<file path="src/verilog/drh_consts.svh">
// timing counts and widths for the dynamic ram host controller
`ifndef DRH_CONSTS_SVH
`define DRH_CONSTS_SVH
`define DRH_CLK_NS 50
`define DRH_ADDR_W 12
`define DRH_HALF_W 6
`define DRH_ROWS 64
`define DRH_REF_MS 2
// full array refresh in 2 ms, 64 rows, so one row every 31250 ns, rounded down
`define DRH_REF_ROW_CYC ((`DRH_REF_MS * 1000000) / `DRH_ROWS / `DRH_CLK_NS)
`define DRH_RAS_PRE_NS 125
`define DRH_RAS_PRE_CYC ((`DRH_RAS_PRE_NS + `DRH_CLK_NS - 1) / `DRH_CLK_NS)
`define DRH_RCD_NS 90
`define DRH_RCD_CYC ((`DRH_RCD_NS + `DRH_CLK_NS - 1) / `DRH_CLK_NS)
`define DRH_CAS_NS 200
`define DRH_CAS_CYC ((`DRH_CAS_NS + `DRH_CLK_NS - 1) / `DRH_CLK_NS)
`define DRH_RAS_NS 300
`define DRH_RAS_CYC ((`DRH_RAS_NS + `DRH_CLK_NS - 1) / `DRH_CLK_NS)
`endif

</file>
<file path="src/verilog/drh_pkg.sv">
// types for the dynamic ram host controller
`default_nettype none
package drh_pkg;
	typedef enum logic [5:0] {
		ST_IDLE = 6'h01,
		ST_ROW = 6'h02,
		ST_RCD = 6'h04,
		ST_CAS = 6'h08,
		ST_PRE = 6'h10,
		ST_DONE = 6'h20
	} drh_state_t;
endpackage
`default_nettype wire

</file>
<file path="src/verilog/drh_ctrl.sv">
// host controller that drives a 4096 by 1 dynamic ram through its strobe pins
// ----------------------------------------------------------------
// Functional notes
// - refresh whole array every 2 ms
// - refresh walks all 64 rows sequentially
// - write: all strobes, select, write active
// - read: strobes, select active, write inactive
// - select inactive: refresh only, output floats
// ----------------------------------------------------------------
`timescale 1ns/1ns
`default_nettype none
`include "drh_consts.svh"
module drh_ctrl (
	input wire logic core_clk,
	input wire logic nrst,
	input wire logic req_valid,
	input wire logic req_write,
	input wire logic [`DRH_ADDR_W-1:0] req_addr,
	input wire logic req_wdata,
	output logic req_ready,
	output logic rsp_valid,
	output logic rsp_rdata,
	output logic ras_n,
	output logic cas_n,
	output logic cs_n,
	output logic wr_n,
	output logic [`DRH_HALF_W-1:0] row_address_lines,
	output logic wdata_pin,
	input wire logic rdata_pin
);
	localparam int CNT_W = 10;
	localparam logic [CNT_W-1:0] REF_CYC = CNT_W'(`DRH_REF_ROW_CYC);
	localparam logic [CNT_W-1:0] RCD_CYC = CNT_W'(`DRH_RCD_CYC);
	localparam logic [CNT_W-1:0] CAS_CYC = CNT_W'(`DRH_CAS_CYC);
	localparam logic [CNT_W-1:0] RAS_CYC = CNT_W'(`DRH_RAS_CYC);
	localparam logic [CNT_W-1:0] PRE_CYC = CNT_W'(`DRH_RAS_PRE_CYC);

	drh_pkg::drh_state_t state_reg;
	logic [CNT_W-1:0] tmr_reg;
	logic [CNT_W-1:0] ref_tmr_reg;
	logic ref_due_reg;
	logic [`DRH_HALF_W-1:0] ref_row_reg;
	logic is_ref_reg;
	logic is_wr_reg;
	logic [`DRH_ADDR_W-1:0] addr_reg;
	logic rd_sync;

	drh_sync u_sync (
		.core_clk(core_clk),
		.nrst(nrst),
		.d_raw(rdata_pin),
		.d_clean(rd_sync)
	);

	// ----------------------------------------------------------------
	// refresh pacing
	// ----------------------------------------------------------------
	// one row per interval, 64 rows fit inside 2 ms
	always_ff @(posedge core_clk or negedge nrst) begin
		if (!nrst) begin
			ref_tmr_reg <= '0;
			ref_due_reg <= 1'b0;
		end else begin
			if (ref_tmr_reg == REF_CYC - CNT_W'(1)) begin
				ref_tmr_reg <= '0;
				ref_due_reg <= 1'b1;
			end else begin
				ref_tmr_reg <= ref_tmr_reg + CNT_W'(1);
				// set wins over clear when both land together
				if (state_reg == drh_pkg::ST_IDLE && ref_due_reg) begin
					ref_due_reg <= 1'b0;
				end
			end
		end
	end

	// ----------------------------------------------------------------
	// cycle sequencer
	// ----------------------------------------------------------------
	always_ff @(posedge core_clk or negedge nrst) begin
		if (!nrst) begin
			state_reg <= drh_pkg::ST_IDLE;
			tmr_reg <= '0;
			is_ref_reg <= 1'b0;
			is_wr_reg <= 1'b0;
			addr_reg <= '0;
			ref_row_reg <= '0;
		end else begin
			if (tmr_reg != '0) begin
				tmr_reg <= tmr_reg - CNT_W'(1);
			end
			unique case (state_reg)
				drh_pkg::ST_IDLE: begin
					// refresh goes before a waiting request; a cycle already running still delays it
					if (ref_due_reg) begin
						is_ref_reg <= 1'b1;
						addr_reg <= {{`DRH_HALF_W{1'b0}}, ref_row_reg};
						state_reg <= drh_pkg::ST_ROW;
					end else if (req_valid) begin
						is_ref_reg <= 1'b0;
						is_wr_reg <= req_write;
						addr_reg <= req_addr;
						state_reg <= drh_pkg::ST_ROW;
					end
				end
				drh_pkg::ST_ROW: begin
					tmr_reg <= RCD_CYC;
					state_reg <= drh_pkg::ST_RCD;
				end
				drh_pkg::ST_RCD: begin
					if (tmr_reg == '0) begin
						tmr_reg <= RAS_CYC > CAS_CYC ? RAS_CYC : CAS_CYC;
						state_reg <= drh_pkg::ST_CAS;
					end
				end
				drh_pkg::ST_CAS: begin
					if (tmr_reg == '0) begin
						tmr_reg <= PRE_CYC;
						state_reg <= drh_pkg::ST_PRE;
					end
				end
				drh_pkg::ST_PRE: begin
					if (tmr_reg == '0) begin
						state_reg <= drh_pkg::ST_DONE;
					end
				end
				drh_pkg::ST_DONE: begin
					if (is_ref_reg) begin
						ref_row_reg <= ref_row_reg + `DRH_HALF_W'(1);
					end
					state_reg <= drh_pkg::ST_IDLE;
				end
			endcase
		end
	end

	// ----------------------------------------------------------------
	// pin drive
	// ----------------------------------------------------------------
	always_ff @(posedge core_clk or negedge nrst) begin
		if (!nrst) begin
			ras_n <= 1'b1;
			cas_n <= 1'b1;
			cs_n <= 1'b1;
			wr_n <= 1'b1;
			row_address_lines <= '0;
			wdata_pin <= 1'b0;
		end else begin
			unique case (state_reg)
				drh_pkg::ST_IDLE: begin
					ras_n <= 1'b1;
					cas_n <= 1'b1;
					cs_n <= 1'b1;
					wr_n <= 1'b1;
					if (!ref_due_reg && req_valid) begin
						wdata_pin <= req_wdata;
						row_address_lines <= req_addr[`DRH_HALF_W-1:0];
					end else begin
						row_address_lines <= ref_row_reg;
					end
				end
				drh_pkg::ST_ROW: begin
					ras_n <= 1'b0;
				end
				drh_pkg::ST_RCD: begin
					if (tmr_reg == '0) begin
						// column half presented a cycle before its strobe falls
						row_address_lines <= addr_reg[`DRH_ADDR_W-1:`DRH_HALF_W];
						cs_n <= is_ref_reg;
						wr_n <= is_ref_reg | ~is_wr_reg;
					end
				end
				drh_pkg::ST_CAS: begin
					// refresh-only cycles still pulse the column strobe with select off
					cas_n <= 1'b0;
					if (tmr_reg == '0) begin
						ras_n <= 1'b1;
						cas_n <= 1'b1;
						cs_n <= 1'b1;
						wr_n <= 1'b1;
					end
				end
				drh_pkg::ST_PRE: begin
					ras_n <= 1'b1;
				end
				drh_pkg::ST_DONE: begin
					ras_n <= 1'b1;
				end
			endcase
		end
	end

	// ----------------------------------------------------------------
	// request answer
	// ----------------------------------------------------------------
	always_ff @(posedge core_clk or negedge nrst) begin
		if (!nrst) begin
			req_ready <= 1'b0;
			rsp_valid <= 1'b0;
			rsp_rdata <= 1'b0;
		end else begin
			req_ready <= 1'b0;
			rsp_valid <= 1'b0;
			if (state_reg == drh_pkg::ST_IDLE && !ref_due_reg && req_valid) begin
				req_ready <= 1'b1;
			end
			// latched device output still holds after the strobes rise
			if (state_reg == drh_pkg::ST_DONE && !is_ref_reg) begin
				rsp_valid <= 1'b1;
				if (!is_wr_reg) begin
					rsp_rdata <= rd_sync;
				end
			end
		end
	end
endmodule
`default_nettype wire

</file>
<file path="src/verilog/drh_sync.sv">
// three-stage synchroniser for the data pin coming back from the memory
`timescale 1ns/1ns
`default_nettype none
module drh_sync (
	input wire logic core_clk,
	input wire logic nrst,
	input wire logic d_raw,
	output logic d_clean
);
	logic s1_reg;
	logic s2_reg;
	logic s3_reg;

	always_ff @(posedge core_clk or negedge nrst) begin
		if (!nrst) begin
			s1_reg <= 1'b0;
			s2_reg <= 1'b0;
			s3_reg <= 1'b0;
			d_clean <= 1'b0;
		end else begin
			s1_reg <= d_raw;
			s2_reg <= s1_reg;
			s3_reg <= s2_reg;
			// a change only counts once two later stages agree
			if (s2_reg == s3_reg) begin
				d_clean <= s3_reg;
			end
		end
	end
endmodule
`default_nettype wire
</file>
<file path="config.mk">
export PLATFORM = sky130hd
export DESIGN_NAME = drh_ctrl
export DESIGN_NICKNAME = d
export VERILOG_FILES = /design/src/verilog/drh_pkg.sv /design/src/verilog/drh_ctrl.sv /design/src/verilog/drh_sync.sv
export VERILOG_INCLUDE_DIRS = /design/src /design/src/verilog
export SDC_FILE = /design/constraint.sdc
export NUM_CORES = 1
export LEC_CHECK = 0
export BUFFER_PORTS_ARGS = -buffer_cell sky130_fd_sc_hd__buf_2
export CORE_UTILIZATION = 46
export CTS_CLUSTER_SIZE = 10
export DETAILED_ROUTE_END_ITERATION = 10
export PLACE_DENSITY = 0.65
export SLEW_MARGIN = 20
export SYNTH_ARGS = -nofsm -noshare
export SYNTH_HDL_FRONTEND = slang
export SYNTH_SLANG_ARGS = --single-unit
</file>
<file path="constraint.sdc">
create_clock -name core_clk -period 6.5 [get_ports core_clk]
set_clock_uncertainty 0.15 [all_clocks]
set_input_delay 1.3 -clock core_clk [delete_from_list [all_inputs] [get_ports core_clk]]
set_output_delay 1.3 -clock core_clk [all_outputs]
set_load 0.05 [all_outputs]
</file>
Yosys cells after proc, flatten, opt, wreduce, memory -nomap -nowiden
Index checks and enable logic that the tools add are counted.
Storage, ports and cells
  bits in registers: 65
  bits of input ports: 18
  output and inout bits: 14
  logic and storage cells: 94
Operators by class
  $add $sub $neg: 3
  equality and inequality tests: 12
  multiplexer cells: 30
  bitwise gates (word level): 3
  reduce and logical (&&, ||, !) cells: 25
Operators by type and width (count)
  $mux W6: 7
  $mux W10: 4
  $pmux W6 S6: 1
  $pmux W10 S3: 1
  $mux W12: 2
  $pmux W6 S2: 1
  $reduce_and A2 Y1: 6
  $add A10 B1 Y10 const B: 1
  $eq A10 B10 Y1 const B: 1
  $logic_not A10 Y1: 1
  $mux W1: 10
  $reduce_bool A10 Y1: 1
  $sub A10 B1 Y10 const B: 1
  $pmux W1 S3: 3
  $reduce_bool A2 Y1: 4
  $add A6 B1 Y6 const B: 1
  $eq A6 B1 Y1 const B: 1
  $eq A6 B2 Y1 const B: 1
  $eq A6 B3 Y1 const B: 1
  $eq A6 B4 Y1 const B: 1
  $eq A6 B5 Y1 const B: 1
  $eq A6 B6 Y1 const B: 1
  $ne A2 B2 Y1 const B: 3
  $reduce_and A3 Y1: 2
  other kinds (10): 17

Longest topological paths before layout
Gate-level depths: netlist of the first run.
  word-level depth: 4
  depth in mapped cells: 9

Modules after synthesis
From an unflattened synthesis of the first run, not the netlist that was laid out.
Unflattened totals
  cells, all modules: 292
  area, all modules: 2900.3 sq um
Modules (own cells, without submodules)
  drh_ctrl: instances 1, cells an instance 287, area an instance 2788.9 sq um
  drh_sync: instances 1, cells an instance 5, area an instance 111.4 sq um

Worst setup path before layout of the first run
OpenSTA, ideal clock, no wires.
  path kind: input -> register
  from: in req_valid
  to: reg is_wr_reg
  arrival: 1.934 ns
  required time: 6.225 ns
  setup slack: 4.291 ns
  stages on the path: 3
  path buffers: 0
  path through: nand2b_1 > nor2_1 > mux2_2
Between the ends
  cells in the longest elaborated chain, start to end: 1
Ends and longest elaborated chain
  start: declaration: line drh_ctrl.sv:16  | input wire logic req_valid,
  $reduce_and A3 Y1 (no line)
  end signal: assignment: line drh_ctrl.sv:101  | is_wr_reg <= req_write;
  end: declaration: line drh_ctrl.sv:44  | logic is_wr_reg;
Every way passes these cells.
A chain may end at the register's enable or synchronous reset.

Worst setup path after layout of the first run
  from: reg cs_n
  to: out cs_n
RTL lines
  start: declaration: line drh_ctrl.sv:25  | output logic cs_n,
  start signal: assignment: line drh_ctrl.sv:169  | cs_n <= is_ref_reg;
No word-level cell between the ends.

==> results of run 1 <==
==> cell usage after synthesis, types with 7 or more instances <==
cell type,n
nor2_1,22
nand2_1,31
ha_1,7
xor2_1,7
o21ai_0,13
nand3_1,16
nor2b_1,12
a31oi_1,9
inv_1,7
clkbuf_1,8
a21oi_1,8
dfrtp_1,54
nor3_1,7
xnor2_1,11
==> routing by layer <==
metal	routed length, um	vias to the layer above	global-route usage, %
met4	103	0	10.5
met1	2970	1090	28.4
met3	181	8	3.63
met5	0	-	0
met2	2680	47	29.8
li1	-	1094	-
==> final cells by class <==
type	instances	area (um^2)	area share (%)
Timing Repair Buffer	32	163	4.81
Multi-Input combinational cell	210	1390	40.9
Tap cell	75	93.8	2.77
Clock buffer	11	151	4.47
Clock inverter	5	75.1	2.22
Sequential cell	59	1480	43.8
Inverter	8	32.5	0.962
==> path summary, 6_finish.rpt <==
path | startpoint | end | slack [ps] | depth (start not counted)
setup / recovery | cs_n | cs_n | 3920 | 1
hold / removal | u_sync.s1_reg | u_sync.s2_reg | 200 | 0
setup reg to reg | state_reg[3] | state_reg[4] | 4030 | 4
hold reg to reg | u_sync.s1_reg | u_sync.s2_reg | 200 | 0
max in group asynchronous | nrst | addr_reg[6] | 4750 | 2
min in group asynchronous | nrst | state_reg[4] | 970 | 2
==> power groups by stage <==
stage                     Sequential (W)  Combinational (W)  Clock, W
after detailed placement        0.000529           0.000491         0
final                           0.000522           0.000489  0.000380
after global routing            0.000535           0.000535  0.000405
after CTS                       0.000522           0.000494  0.000389
after global placement          0.000527           0.000483         0
after floorplan                 0.000593           0.000321         0
==> cells by family after synthesis <==
| family | after synthesis | share of synthesized area, % |
|---|---|---|
| xor+xnor | 18 | 5.31 |
| simple gates | 118 | 21.4 |
| fa+ha+maj | 8 | 3.29 |
| flops | 59 | 50.0 |
| compound gates | 57 | 13.5 |
| buf+inv | 22 | 3.33 |
| mux | 9 | 3.25 |
==> per-stage QoR <==
stage               hold slack (ps)  std cells  power, W  setup slack, ps
CTS                             203        400   0.00141             3900
global placement                183        384   0.00101             3860
floorplan                       181        291  0.000914             4290
global route                    216        400   0.00148             3880
finish                          200        400   0.00139             3920
detailed placement              187        384   0.00102             3840
==> reports/metrics.cfg, run 1 <==
[sta]
setup_viol = 0
maxSlewHeadroom_pct = 46.2
fmax_ghz = 0.387
grt_setup_unrepaired = false
worst_slew_pin_slew_ps = 808
fin_tns_setup_ps = 0
finalMaxSlewViolations = 0
hold_viol = 0
min_period_ps = 2580
period_share_pct = 39.7

[global_route]
grt_first_pass_wirelength_um = 10200
grtUsageTotal_pct = 20.3
antenna_found_initial = 0
grt_pass1_vias = 2117
grt_overflow = 0
grt_max_degree = 60

[run_status]
status = finished clean

[worst_setup_path]
cp_data_required_time_ps = 5050
path_cells = buf_2
cp_max_fo = 2
slowest_stage = dfstp_2
cp.arrival_ps = 1130
critical_path_buf_inv_count = 1
cp_slowest_stage_delay_ps = 540
end_kind = output pin
critical_path_class = reg2out
critical_path.top_delay_family = flip-flops
startpoint_type = flip-flop

[clock_tree]
cts_setup_buffers = 0
cts_tree = done
cts-resized-gates = 0
cts_root_buffer = clkbuf_8
cts_max_level = 3
clk_latency_ps = 340
clock-sinks = 59
clkSlewWorstSetupHoldPaths_ps = 70
numCtsBuffers = 9
cts_max_path_buffers = 2
holdBufCountCts = 0

[final_layout]
mostFrequentLayoutCell = dfrtp_1
layout_common_cells = 54 x dfrtp_1, 31 x nand2_1, 31 x buf_2
drive_gt1_share_pct = 21.2
n_fill_cell = 561
fin_nets = 345
n_antenna_cell = 0
fin_area_um2 = 3380
fin_util_pct = 55.8
area_delta_synth_final_pct = 14.0

[floorplanning]
die_w_um = 82.3
start_util_pct = 48.9
io_pins = 32
die_y_um = 82.3
core_area_um2 = 6060
dieArea_um2 = 6770
num_rows = 28

[route]
antenna_left = 0
dr.first_iter.drc_count = 108
wl_per_cell_um = 14.8
drtPass1Iterations = 4
routed_wl_um = 5940
viasPerCell = 5.60
drcViolationCount = 0
vias = 2239

[yosys]
ys_seq_area_share_pct = 50.0
synth_area_leaders = dfrtp_1 46%, dfstp_2 4.4%, nand2_1 3.9%, xnor2_1 3.2%, ha_1 3.0%
synth_edf_count = 0
async_reset_ff_share_pct = 100
syn_area_per_cell_um2 = 10.2
syn_nets = 316
synth.distinct_cells = 50
syn_inst = 291
yosysTopAreaCell = dfrtp_1
yosysWarnings = 0
ys_ff_latch = 59
netlist_area_um2 = 2970
yosysTopAreaCellShare_pct = 45.6
synth_ff_type = dfrtp_1

[placed_design]
dp_hpwl_um = 4010
postPlaceCellArea_um2 = 3160
gp_congestion = 0.786
io_buffers = 31

[power_and_ir_drop]
power_leakage_nw = 1.50
clockPowerShare_pct = 27.3
intPower_w = 0.000863
p_seq_share_pct = 37.5
p_comb_share_pct = 35.1
peakVddDrop_v = 0.000238
switching_share_pct = 38.0
power.density_nw_per_um2 = 411
p_switching_w = 0.000529

[hold_path]
hold_class = reg2reg

[job]
cap_violations = 0

Power figures use the tool's default switching activity.
==> run 2: changes to the inputs <==
--- a/config.mk
+++ b/config.mk
@@ -10,7 +10,7 @@
 export CORE_UTILIZATION = 46
 export CTS_CLUSTER_SIZE = 10
 export DETAILED_ROUTE_END_ITERATION = 10
-export PLACE_DENSITY = 0.65
+export PLACE_DENSITY = 0.67
 export SLEW_MARGIN = 20
 export SYNTH_ARGS = -nofsm -noshare
 export SYNTH_HDL_FRONTEND = slang
==> constraint.sdc (replaced) <==
create_clock -name core_clk -period 2.34 [get_ports core_clk]
set_clock_uncertainty 0.15 [all_clocks]
set_input_delay 0.468 -clock core_clk [delete_from_list [all_inputs] [get_ports core_clk]]
set_output_delay 0.468 -clock core_clk [all_outputs]
set_load 0.05 [all_outputs]
==> reports/metrics.cfg, run 2 (synthesis gave the netlist of run 1 again) <==
[floorplanning]
dieArea_um2 = 6770  ; unchanged
start_util_pct = 48.9  ; unchanged
die_y_um = 82.3  ; unchanged
num_rows = 28  ; unchanged
die_w_um = 82.3  ; unchanged
core_area_um2 = 6060  ; unchanged
io_pins = 32  ; unchanged

[final_layout]
drive_gt1_share_pct = 22.6  ; +1.4 points
area_delta_synth_final_pct = 15.8
mostFrequentLayoutCell = dfrtp_1
n_antenna_cell = 0  ; unchanged
fin_cells = 407  ; +1.8%
layout_common_cells = 54 x dfrtp_1, 31 x nand2_1, 31 x buf_2
fin_nets = 352  ; +2.0%
n_fill_cell = 552  ; -1.6%

[worst_setup_path]
critical_path_class = reg2reg
startpoint_type = flip-flop
rr_worst_depth = 8  ; +4
r2r_end = tmr_reg[0]
cp_max_fo = 17  ; +15
rr_startpoint = tmr_reg[0]
end_kind = flip-flop
cp_data_required_time_ps = 2420  ; -2630 ps
cp.arrival_ps = 2180  ; +1050 ps
regToRegSetupSlack_ps = 240  ; -3790 ps

[clock_tree]
cts_root_buffer = clkbuf_8
clk_latency_ps = 350  ; about the same
cts_max_level = 3  ; unchanged
clkSlewWorstSetupHoldPaths_ps = 70  ; about the same
cts_setup_buffers = 0  ; unchanged
cts_tree = done
clock-sinks = 59  ; unchanged
cts-resized-gates = 0  ; unchanged
cts_max_path_buffers = 2  ; unchanged
holdBufCountCts = 1  ; +1
numCtsBuffers = 9  ; unchanged

[route]
drtPass1Iterations = 4  ; unchanged
routed_wl_um = 6130  ; +3.2%
wl_per_cell_um = 15.1  ; +1.5%
viasPerCell = 5.69  ; +1.6%
dr.first_iter.drc_count = 86  ; -20%
drcViolationCount = 0  ; unchanged
antenna_left = 0  ; unchanged
vias = 2315  ; +3.4%

[global_route]
antenna_found_initial = 0  ; unchanged
grtUsageTotal_pct = 21.5  ; +1.3 points
grt_overflow = 0  ; unchanged
grt_max_degree = 44  ; -27%
grt_pass1_vias = 2199  ; +3.9%
grt_first_pass_wirelength_um = 10600  ; +4.5%

[sta]
fin_hold_ws_ps = 77.7  ; -122 ps
min_period_ps = 2100
finalMaxSlewViolations = 0  ; unchanged
setup_viol = 0  ; unchanged
period_share_pct = 89.9
fmax_ghz = 0.475
maxSlewHeadroom_pct = 67.6  ; +21 points
fin_tns_setup_ps = 0  ; unchanged
hold_viol = 0  ; unchanged
worst_slew_pin_slew_ps = 485  ; -323 ps
grt_setup_unrepaired = false

[run_status]
status = finished clean

[power_and_ir_drop]
power.density_nw_per_um2 = 1130  ; +170%
power_leakage_nw = 1.52  ; +1.7%
peakVddDrop_v = 0.000662  ; +180%
total_power_w = 0.00387  ; +180%

[placed_design]
io_buffers = 31  ; unchanged
dpl.cell_count = 390  ; +1.6%
dp_hpwl_um = 4260  ; +6.5%
gp_congestion = 0.790  ; +0.51%

[job]
cap_violations = 0  ; unchanged

[hold_path]
hold_path_end = u_sync.s1_reg
hold_class = in2reg
whs_path_depth = 1  ; +1
min-delay-start = rdata_pin

==> run 2: changes by cell type in the layout (fill, tap and decap cells not counted) <==
cell / before / now
dlygate4sd3_1: 0 / 1
clkinv_2: 3 / 1
buf_12: 0 / 1
clkinv_4: 0 / 1
inv_6: 0 / 1
bufinv_16: 2 / 1
clkinvlp_4: 0 / 1
buf_4: 1 / 6
==> run 2: worst max-delay path: stages, from the launching register on <==
cell     delay (ps)
dfrtp_1         410
inv_1           120
ha_1            170
nor2b_1         160
and3_4          250
inv_4           100
ha_1            280
nor2_1           40
a221o_1         320
==> run 2: layout make-up <==
type	instances	area, um^2	area share [%]
clock buffers	11	151	4.41
clock inverters	5	60.1	1.75
inverters	8	32.5	0.947
multi-input cells	210	1390	40.3
flip-flops and latches	59	1480	43.2
well taps	75	93.8	2.73
repair buffers	39	230	6.70
==> run 2: per-layer routing <==
layer	GRT usage (%)	vias up	routed length (um)	part of all wire [%]
met5	0	-	0	0
met4	9.12	0	119	1.9
met3	6.37	12	237	3.9
met2	32.6	45	2860	47
met1	28.6	1142	2920	48
li1	-	1116	-	-
==> run 2: stage by stage <==
stage | setup WS [ps] | utilization (%) | instance area (um^2)
finish | 237 | 56.7 | 3440
global route | 89.8 | 56.7 | 3440
CTS | 237 | 56.7 | 3440
detailed placement | 255 | 53.0 | 3210
global placement | 308 | 53.0 | 3210
floorplan | 191 | - | 2970
==> run 2: worst max path at each step <==
stage,to,startpoint,slack [ps]
after global routing,tmr_reg[0],tmr_reg[0],90
after floorplan,tmr_reg[0],tmr_reg[2],190
after detailed placement,tmr_reg[0],tmr_reg[0],250
after global placement,tmr_reg[0],tmr_reg[0],310
final,tmr_reg[0],tmr_reg[0],240
after CTS,tmr_reg[0],tmr_reg[0],240
==> run 2: where the power goes <==
group / internal (W) / leakage, nW / switching (W)
Clock: 0.000553 / 0.106 / 0.000431
Combinational: 0.000557 / 0.716 / 0.000870
Sequential: 0.00123 / 0.702 / 0.000221
Total: 0.00234 / 1.52 / 0.00152
